### src/trap_ctl_pkg.sv
// Package with register layout and constants for the trap control register
package trap_ctl_pkg;

    // ------------------------------------------------------------------
    // Bus geometry
    // ------------------------------------------------------------------
    localparam int ADDR_W = 4;
    localparam int DATA_W = 32;
    localparam int REG_W = 16;

    // ------------------------------------------------------------------
    // Register offsets (byte addresses)
    // ------------------------------------------------------------------
    localparam logic [ADDR_W-1:0] TRAP_CTL_OFFSET = 4'h0;
    localparam logic [ADDR_W-1:0] IRQ_MASK_OFFSET = 4'h4;
    localparam logic [ADDR_W-1:0] PRIO_OFFSET = 4'h8;

    // ------------------------------------------------------------------
    // Field positions
    // ------------------------------------------------------------------
    localparam int NEST_BIT = 15;
    localparam int OVA_BIT = 14;
    localparam int OVB_BIT = 13;
    localparam int COVA_BIT = 12;
    localparam int COVB_BIT = 11;
    localparam int OVA_TE_BIT = 10;
    localparam int OVB_TE_BIT = 9;
    localparam int COV_TE_BIT = 8;
    localparam int SHIFT_BIT = 7;
    localparam int DIV0_BIT = 6;
    localparam int DMA_BIT = 5;
    localparam int MATH_BIT = 4;
    localparam int ADDR_F_BIT = 3;
    localparam int STACK_BIT = 2;
    localparam int OSC_BIT = 1;

    // Sticky cause flags, and writable control bits
    localparam logic [REG_W-1:0] FLAG_MASK = 16'h78FE;
    localparam logic [REG_W-1:0] CTRL_MASK = 16'h8700;
    localparam logic [REG_W-1:0] TRAP_CTL_RESET = 16'h0000;
    localparam logic [REG_W-1:0] IRQ_MASK_RESET = 16'h0000;
    localparam logic [2:0] PRIO_RESET = 3'h0;
    localparam int PRIO_W = 3;

    // ------------------------------------------------------------------
    // Bus slave states
    // ------------------------------------------------------------------
    typedef enum logic [1:0] {
        BUS_IDLE = 2'b01,
        BUS_ACK = 2'b10
    } bus_state_type;

endpackage

### src/trap_status_control_reg.sv
// Trap cause and nesting control register with Wishbone slave
`timescale 1ns/1ps

// Function
// - Bit 15 set to one forbids interrupt nesting, zero permits it.
// - Bit 14 latches a trap caused by accumulator A overflow.
// - Bit 13 latches a trap caused by accumulator B overflow.
// - Bit 12 latches a trap from catastrophic overflow of accumulator A.
// - Bit 11 latches a trap from catastrophic overflow of accumulator B.
// - Bit 10 enables the accumulator A overflow trap.
// - Bit 9 enables the accumulator B overflow trap.
// - Bit 8 enables the catastrophic overflow trap for both accumulators.
// - Bit 7 latches a math trap caused by an invalid accumulator shift.
// - Bit 6 latches a math trap caused by a division by zero.
// - Bit 5 latches a DMA controller trap.
// - Bit 4 latches a math trap from an invalid shift or a division by zero.
// - Bit 0 always reads zero and ignores writes.
// - Bits 3, 2 and 1 latch address, stack and oscillator fault traps.
// - While nesting is inhibited the priority level bits are read-only.
module trap_status_control_reg
    import trap_ctl_pkg::*;
(
    // Clock and reset
    input wire logic clk,
    input wire logic rst_n,
    // Wishbone slave
    input wire logic wb_cyc_i,
    input wire logic wb_stb_i,
    input wire logic wb_we_i,
    input wire logic [trap_ctl_pkg::ADDR_W-1:0] wb_adr_i,
    input wire logic [3:0] wb_sel_i,
    input wire logic [trap_ctl_pkg::DATA_W-1:0] wb_dat_i,
    output logic [trap_ctl_pkg::DATA_W-1:0] wb_dat_o,
    output logic wb_ack_o,
    // Core trap events, one-cycle pulses
    input wire logic acc_a_overflow,
    input wire logic acc_b_overflow,
    input wire logic acc_a_catastrophic,
    input wire logic acc_b_catastrophic,
    input wire logic bad_shift,
    input wire logic divide_by_zero,
    input wire logic dma_controller_trap,
    input wire logic address_fault,
    input wire logic stack_fault,
    input wire logic oscillator_fault,
    // Trap requests and control to the core
    output logic acc_a_overflow_trap,
    output logic acc_b_overflow_trap,
    output logic catastrophic_trap,
    output logic nesting_inhibit,
    output logic [trap_ctl_pkg::PRIO_W-1:0] cpu_priority_level_bits,
    // Interrupt
    output logic irq
);
    import trap_ctl_pkg::*;

    // ------------------------------------------------------------------
    // Helpers
    // ------------------------------------------------------------------
    // Byte-lane merge of a 16-bit register with write data
    function automatic logic [REG_W-1:0] lane_merge(
        input logic [REG_W-1:0] old_v,
        input logic [DATA_W-1:0] wdat,
        input logic [3:0] sel
    );
        logic [REG_W-1:0] r;
        r = old_v;
        if (sel[0]) begin
            r[7:0] = wdat[7:0];
        end
        if (sel[1]) begin
            r[15:8] = wdat[15:8];
        end
        return r;
    endfunction

    function automatic logic hit(input logic [ADDR_W-1:0] a,
                                 input logic [ADDR_W-1:0] off);
        return a == off;
    endfunction

    // ------------------------------------------------------------------
    // State
    // ------------------------------------------------------------------
    bus_state_type bus_state_reg, bus_state_next;
    logic [REG_W-1:0] ctl_reg, ctl_next;
    logic [REG_W-1:0] mask_reg, mask_next;
    logic [PRIO_W-1:0] prio_reg, prio_next;
    logic [DATA_W-1:0] rdat_reg, rdat_next;
    logic [REG_W-1:0] events;
    logic wr_stb;

    // Events in register bit order
    always_comb begin
        events = '0;
        events[OVA_BIT] = acc_a_overflow;
        events[OVB_BIT] = acc_b_overflow;
        events[COVA_BIT] = acc_a_catastrophic;
        events[COVB_BIT] = acc_b_catastrophic;
        events[SHIFT_BIT] = bad_shift;
        events[DIV0_BIT] = divide_by_zero;
        events[DMA_BIT] = dma_controller_trap;
        events[MATH_BIT] = bad_shift | divide_by_zero;
        events[ADDR_F_BIT] = address_fault;
        events[STACK_BIT] = stack_fault;
        events[OSC_BIT] = oscillator_fault;
    end

    // ------------------------------------------------------------------
    // Bus slave: one wait cycle, ack for exactly one cycle
    // ------------------------------------------------------------------
    assign wr_stb = (bus_state_reg == BUS_IDLE) && wb_cyc_i && wb_stb_i
        && wb_we_i;

    always_comb begin
        bus_state_next = bus_state_reg;
        rdat_next = rdat_reg;
        case (bus_state_reg)
            BUS_IDLE: begin
                if (wb_cyc_i && wb_stb_i) begin
                    bus_state_next = BUS_ACK;
                    rdat_next = '0;
                    if (hit(wb_adr_i, TRAP_CTL_OFFSET)) begin
                        rdat_next[REG_W-1:0] = ctl_reg;
                    end else if (hit(wb_adr_i, IRQ_MASK_OFFSET)) begin
                        rdat_next[REG_W-1:0] = mask_reg;
                    end else if (hit(wb_adr_i, PRIO_OFFSET)) begin
                        rdat_next[PRIO_W-1:0] = prio_reg;
                    end
                end
            end
            BUS_ACK: begin
                bus_state_next = BUS_IDLE;
            end
            default: begin
                bus_state_next = BUS_IDLE;
            end
        endcase
    end

    // ------------------------------------------------------------------
    // Register file
    // ------------------------------------------------------------------
    always_comb begin
        logic [REG_W-1:0] wv;
        wv = lane_merge(ctl_reg, wb_dat_i, wb_sel_i);
        ctl_next = ctl_reg;
        mask_next = mask_reg;
        prio_next = prio_reg;
        if (wr_stb && hit(wb_adr_i, TRAP_CTL_OFFSET)) begin
            // Control bits take the written value
            // Flags only clear on a written zero
            ctl_next = (wv & CTRL_MASK) | (ctl_reg & wv & FLAG_MASK);
        end
        if (wr_stb && hit(wb_adr_i, IRQ_MASK_OFFSET)) begin
            mask_next = lane_merge(mask_reg, wb_dat_i, wb_sel_i) & FLAG_MASK;
        end
        // Priority frozen while nesting is inhibited
        if (wr_stb && hit(wb_adr_i, PRIO_OFFSET) && wb_sel_i[0]
            && !ctl_reg[NEST_BIT]) begin
            prio_next = wb_dat_i[PRIO_W-1:0];
        end
        // Set wins over a same-cycle clear
        ctl_next = ctl_next | (events & FLAG_MASK);
        ctl_next[0] = 1'b0;
    end

    always_ff @(posedge clk) begin
        if (!rst_n) begin
            bus_state_reg <= BUS_IDLE;
            rdat_reg <= '0;
            ctl_reg <= TRAP_CTL_RESET;
            mask_reg <= IRQ_MASK_RESET;
            prio_reg <= PRIO_RESET;
        end else begin
            bus_state_reg <= bus_state_next;
            rdat_reg <= rdat_next;
            ctl_reg <= ctl_next;
            mask_reg <= mask_next;
            prio_reg <= prio_next;
        end
    end

    // ------------------------------------------------------------------
    // Outputs
    // ------------------------------------------------------------------
    assign wb_ack_o = (bus_state_reg == BUS_ACK);
    assign wb_dat_o = rdat_reg;
    assign nesting_inhibit = ctl_reg[NEST_BIT];
    assign cpu_priority_level_bits = prio_reg;
    // Gated trap requests; combinational so the trap is not late
    assign acc_a_overflow_trap = acc_a_overflow & ctl_reg[OVA_TE_BIT];
    assign acc_b_overflow_trap = acc_b_overflow & ctl_reg[OVB_TE_BIT];
    assign catastrophic_trap = (acc_a_catastrophic | acc_b_catastrophic)
        & ctl_reg[COV_TE_BIT];
    assign irq = |(ctl_reg & mask_reg & FLAG_MASK);
endmodule

### config.mk
export PLATFORM = sky130hd
export DESIGN_NAME = trap_status_control_reg
export DESIGN_NICKNAME = d
export VERILOG_FILES = /design/src/trap_ctl_pkg.sv /design/src/trap_status_control_reg.sv
export SDC_FILE = /design/constraint.sdc
export NUM_CORES = 1
export LEC_CHECK = 0
export ABC_CLOCK_PERIOD_IN_PS = 1870
export BUFFER_PORTS_ARGS = -buffer_cell sky130_fd_sc_hd__buf_2
export CAP_MARGIN = 20
export CORE_MARGIN = 3
export CORE_UTILIZATION = 47
export CTS_CLUSTER_DIAMETER = 50
export DETAILED_ROUTE_END_ITERATION = 12
export PLACE_DENSITY = 0.77
export SLEW_MARGIN = 15
export SYNTH_ARGS = -nofsm -noshare
export SYNTH_HDL_FRONTEND = slang
export SYNTH_SLANG_ARGS = --single-unit
### constraint.sdc
create_clock -name clk -period 1.87 [get_ports clk]
set_input_delay 0 -clock clk [delete_from_list [all_inputs] [get_ports clk]]
set_output_delay 0 -clock clk [all_outputs]
set_load 0.05 [all_outputs]
==> impl_metrics.ini, run 1 <==
[setup_path]
critPathArrivalTime_ns = 1.89
cp_data_required_time_ns = 2.10
critPathLaunch = bus_state_reg[1]$_SDFFE_PN0P_
r2r_slack_ns = 0.21
endpoint = mask_reg[5]$_SDFFE_PN0P_
reg2reg_depth = 3
cp-start-kind = register
r2r-start = bus_state_reg[1]$_SDFFE_PN0P_
worst-path-max-fanout = 7
crit_type = reg -> reg
rr_endpoint = mask_reg[5]$_SDFFE_PN0P_
end_kind = register

[global_route]
grt_overflow = 0
track_usage_pct = 20.2
grt_start_max_net_pins = 38
grt_pass1_wl_um = 8580
grt_pass1_vias = 1860
antenna_found_initial = 0

[synth]
yosys-top-cells-count = nand2_1, dfxtp_1, mux2i_1
ys_top_cells_by_area = dfxtp_1, nand2_1, mux2i_1
synth_edf_count = 0
syn-instance-count = 253
postSynthAreaPerCell_um2 = 8.81
synth_seq_area_share_pct = 42.2
yosys.area.top_type = dfxtp_1
synth_top_area_share_pct = 42.2
ys_warn_count = 0
yosysMostFrequentCell = nand2_1
ys_types = 36
syn_area_um2 = 2230
ys_seq_elements = 47
async_flop_share_pct = 0
ys.flop_type = dfxtp_1

[placed_design]
dpl.hpwl_um = 3730
routabilityCongestion = 0.797
port_buffers = 61

[power]
p_int_mw = 1.52
p_sw_share_pct = 25.9
power_density_nw_per_um2 = 712
p_clk_share_pct = 35.2
vdd_drop_max_mv = 0.558
pwr-share-comb_pct = 14.4
p_leak_nw = 1.24
power_frac_seq_pct = 50.5
power.switching_uw = 532

[layout]
nets = 391
fillerInstances = 378
largest_reg_flops = 16
finish.utilization_pct = 64.5
area_growth_pct = 29.5
regArea_um2 = 941
multi_input_area_um2 = 1160
antenna_cells = 0
drive_gt1_share_pct = 26.2

[timing]
max_freq_mhz = 601
finalSetupViolations = 0
rsz0062_at_grt = no
holdWs_ns = 0.00347
slew_viol_final = 0
tns_ns = 0
slew_headroom_pct = 64.3
worst_pin_slew_ns = 0.533
final.period_utilization_pct = 89.0
hold_viol = 0
finalCriticalPeriod_ns = 1.66
fin_worst_skew_ns = 0.00922

[cts]
cts_resized = 0
cts_inserted_buffers = 5
post_cts_buffers = 0
cts_tree = built
cts.hold.buffers_added = 24
clkSlewWorstSetupHoldPaths_ns = 0.09
cts_htree_levels = 2
cts.path.max_buffers = 2
clockRootBuffer = clkbuf_8
clock_latency_ns = 0.30
clock-sinks = 47

[detailed_routing]
drtIter0Drc = 150
ant_nets = 0
post_drt_wl_per_cell_um = 14.1
dr.pass1.iters = 4
route.vias.total = 2059
post-route-drc-count = 0
viasPerCell = 5.31
routed_wl_um = 5460

[floorplan]
die_h_um = 74.9
ioPinCount = 96
die-area_um2 = 5610
initial_utilization_pct = 49.8
rows = 24
die_w_um = 74.9
core_um2 = 4470

[flow_run]
cap_violations = 0

[run_status]
status = completed

[worst_hold_path]
hold_path.class = in -> reg
min_path_cells = 3
metal layers:
| metal | vias to the layer above | wire (um) | global-route usage (%) |
|---|---|---|---|
| met5 | - | 0 | 0 |
| li1 | 1021 | - | - |
| met3 | 8 | 384 | 5.47 |
| met2 | 80 | 2710 | 33.8 |
| met4 | 0 | 78 | 6.13 |
| met1 | 950 | 2280 | 25.6 |
power groups by stage:
stage	Combinational (mW)	Sequential [mW]	Clock, mW
after detailed placement	0.254	1.06	0
final	0.295	1.04	0.723
after CTS	0.292	1.04	0.738
after global routing	0.323	1.04	0.782
after floorplan	0.195	1.06	0
after global placement	0.250	1.06	0
worst min path at each step:
stage | slack [ns] | endpoint | start
6_report | 0.003 | mask_reg[1]$_SDFFE_PN0P_ | wb_dat_i[1]
5_1_grt | 0.002 | cpu_priority_level_bits[1]$_SDFFE_PN0P_ | wb_dat_i[1]
4_1_cts | 0.002 | mask_reg[1]$_SDFFE_PN0P_ | wb_dat_i[1]
3_5_place_dp | 0.26 | cpu_priority_level_bits[0]$_SDFFE_PN0P_ | wb_dat_i[0]
3_3_place_gp | 0.25 | register | wb_dat_i[10]
2_1_floorplan | 0.14 | register | wb_dat_i[9]
layout make-up:
type	instances	share of cell area (%)
clock buffer	5	2.38
clock inverter	2	1.30
inverter	2	0.260
multi-input combinational	189	40.3
sequential	47	32.6
tap	52	2.25
timing repair buffer	91	20.9
critical path, stage by stage (launching register included):
cell      delay (ns)
dfxtp_1         0.31
nand4b_1        0.46
nor3_4          0.58
mux2i_1         0.24
through the flow:
stage	instances	instance area, um^2	setup slack, ns	power, mW
after floorplan	268	2290	0.433	1.25
after global placement	357	2540	0.233	1.31
after detailed placement	357	2540	0.229	1.31
after CTS	388	2890	0.211	2.07
after global routing	388	2890	0.0292	2.15
final	388	2890	0.207	2.06
cell families (layout without fill, tap and decap cells):
kind of cell | Yosys count | count (layout) | synth area share (%)
and+or+nand+nor | 100 | 100 | 22.8
buffers and inverters | 32 | 100 | 8.36
DFF | 47 | 47 | 42.2
other | 1 | 16 | 0.168
AOI/OAI and AO/OA | 46 | 46 | 13.9
muxes | 27 | 27 | 12.6
placed cells by master (no fill, tap or decap), types with 2 or more instances in the layout:
cell | synthesis | final
nor2_1 | 11 | 11
a41o_1 | 2 | 2
nor2b_1 | 3 | 3
dlygate4sd3_1 | 0 | 24
a31oi_1 | 7 | 7
buf_4 | 17 | 5
mux2_2 | 9 | 9
clkbuf_8 | 0 | 5
nand3_1 | 14 | 14
o21a_1 | 2 | 2
o21ai_0 | 10 | 10
nand2b_1 | 4 | 4
conb_1 | 1 | 16
a221oi_1 | 2 | 2
a21boi_0 | 13 | 13
buf_2 | 2 | 61
inv_1 | 2 | 2
dfxtp_1 | 47 | 47
mux2i_1 | 18 | 18
nand2_1 | 49 | 49
a22o_1 | 2 | 2
and2_1 | 3 | 3
and3_1 | 2 | 2
nor3_1 | 4 | 4
nor3_4 | 2 | 2
a21oi_1 | 6 | 6
No activity file was read; power rests on OpenSTA's default activity.
==> run 2: changes to the inputs <==
==> constraint.sdc (replaced) <==
create_clock -name clk -period 1.87 [get_ports clk]
set_input_delay 0.374 -clock clk [delete_from_list [all_inputs] [get_ports clk]]
set_output_delay 0.374 -clock clk [all_outputs]
set_load 0.05 [all_outputs]
==> run 2 against run 1 <==
Net effect: sequential power about the same; critical path depth up 1; first-iteration DRC count down 29%; critical endpoint is now irq; largest cell class unchanged; highest routed layer unchanged.
==> impl_metrics.ini, run 2 (synthesis results as in run 1) <==
[run_status]
status = completed

[power]
p_clk_share_pct = 36.6
vdd_drop_max_mv = 0.428
power_density_nw_per_um2 = 759
p_int_mw = 1.50
p_total_mw = 2.05
p_sw_share_pct = 26.7
pwr-share-comb_pct = 12.7
power.switching_uw = 547
p_leak_nw = 1.17
power_frac_seq_pct = 50.7

[cts]
clock-sinks = 47
clock_latency_ns = 0.30
cts_htree_levels = 2
cts_tree = built
clkSlewWorstSetupHoldPaths_ns = 0.09
clockRootBuffer = clkbuf_8
cts_inserted_buffers = 5
cts.path.max_buffers = 2
post_cts_buffers = 0

[layout]
area_growth_pct = 21.0
antenna_cells = 0
regArea_um2 = 941
nets = 370
drive_gt1_share_pct = 29.4
fillerInstances = 394
multi_input_area_um2 = 1170
largest_reg_flops = 16
layout_common_cells = buf_2, nand2_1, dfxtp_1, mux2i_1, conb_1
mostFrequentLayoutCell = buf_2

[flow_run]
cap_violations = 0

[setup_path]
worst-path-max-fanout = 3
cp-start-kind = register
critPathArrivalTime_ns = 1.44
cp_data_required_time_ns = 1.50
end_kind = output pin
crit_type = reg -> out

[floorplan]
initial_utilization_pct = 49.8
die_h_um = 74.9
ioPinCount = 96
core_um2 = 4470
rows = 24
die_w_um = 74.9
die-area_um2 = 5610

[timing]
worst_pin_slew_ns = 0.553
final.period_utilization_pct = 97.1
rsz0062_at_grt = no
hold_viol = 0
max_freq_mhz = 551
slew_viol_final = 0
tns_ns = 0
finalCriticalPeriod_ns = 1.82
holdWs_ns = 0.304
fin_worst_skew_ns = 0.0104
slew_headroom_pct = 63.0
finalSetupViolations = 0

[detailed_routing]
wl_met3_um = 330
post-route-drc-count = 0
wl_met1_um = 2260
viasPerCell = 5.28
drtIter0Drc = 106
ant_nets = 0
highest_layer = met4
routed_wl_um = 5210
dr.pass1.iters = 5
met2_length_um = 2530
post_drt_wl_per_cell_um = 14.2
route.vias.total = 1944

[global_route]
grt_pass1_wl_um = 8620
grt_pass1_vias = 1913
grt_overflow = 0
track_usage_pct = 20.0
antenna_found_initial = 0
grt_start_max_net_pins = 35

[placed_design]
port_buffers = 61
routabilityCongestion = 0.795
dpl.hpwl_um = 3870

[worst_hold_path]
hold_path.class = in -> reg
==> run 2: per-stage QoR <==
stage	std cells	utilization [%]	setup slack [ns]	instance area, um^2
after floorplan	268	-	0.336	2290
after global placement	360	57.6	0.205	2580
after detailed placement	360	57.6	0.187	2580
after CTS	368	60.1	0.0148	2690
after global routing	368	60.3	0.00272	2700
final	368	60.3	0.0546	2700
==> run 2: path summary, 6_finish.rpt <==
| kind | start | to | slack [ns] | cells past startpoint |
|---|---|---|---|---|
| setup / recovery | ctl_reg[4]$_SDFF_PN0_ | irq | 0.05 | 4 |
| hold / removal | wb_dat_i[0] | cpu_priority_level_bits[0]$_SDFFE_PN0P_ | 0.30 | 3 |
| setup reg to reg | bus_state_reg[1]$_SDFFE_PN0P_ | ctl_reg[4]$_SDFF_PN0_ | 0.36 | 4 |
| hold reg to reg | wb_dat_o[11]$_SDFFE_PN0P_ | wb_dat_o[11]$_SDFFE_PN0P_ | 0.46 | 2 |
==> run 2: critical path, stage by stage (launching register included) <==
cell and delay (ns):
dfxtp_1 0.35, a22o_1 0.24, a221oi_1 0.22, nand3_1 0.13, buf_4 0.21
==> run 2: layout make-up <==
type                    count  share of cell area, %
flip-flops and latches     47                   34.9
well taps                  52                   2.41
inverters                   2                  0.278
multi-input cells         189                   43.4
clock inverters             3                   1.62
clock buffers               5                   2.55
repair buffers             70                   14.8
==> run 2: what timing repair did <==
item,4_1_cts,5_1_grt
hold buffers,0,0
setup endpoints to repair,0,1
resized for setup,0,3
==> run 2: layer usage <==
metal | vias up | track usage [%]
li1 | 976 | -
met3 | 9 | 2.80
met4 | 0 | 7.51
met2 | 62 | 35.3
met1 | 897 | 24.5
met5 | - | 0
==> run 2: power by group through the flow <==
stage,Sequential [mW],Clock (mW),Combinational [mW]
2_1_floorplan,1.06,0,0.195
3_3_place_gp,1.06,0,0.255
3_5_place_dp,1.06,0,0.258
4_1_cts,1.04,0.764,0.259
5_1_grt,1.04,0.798,0.285
6_report,1.04,0.750,0.260
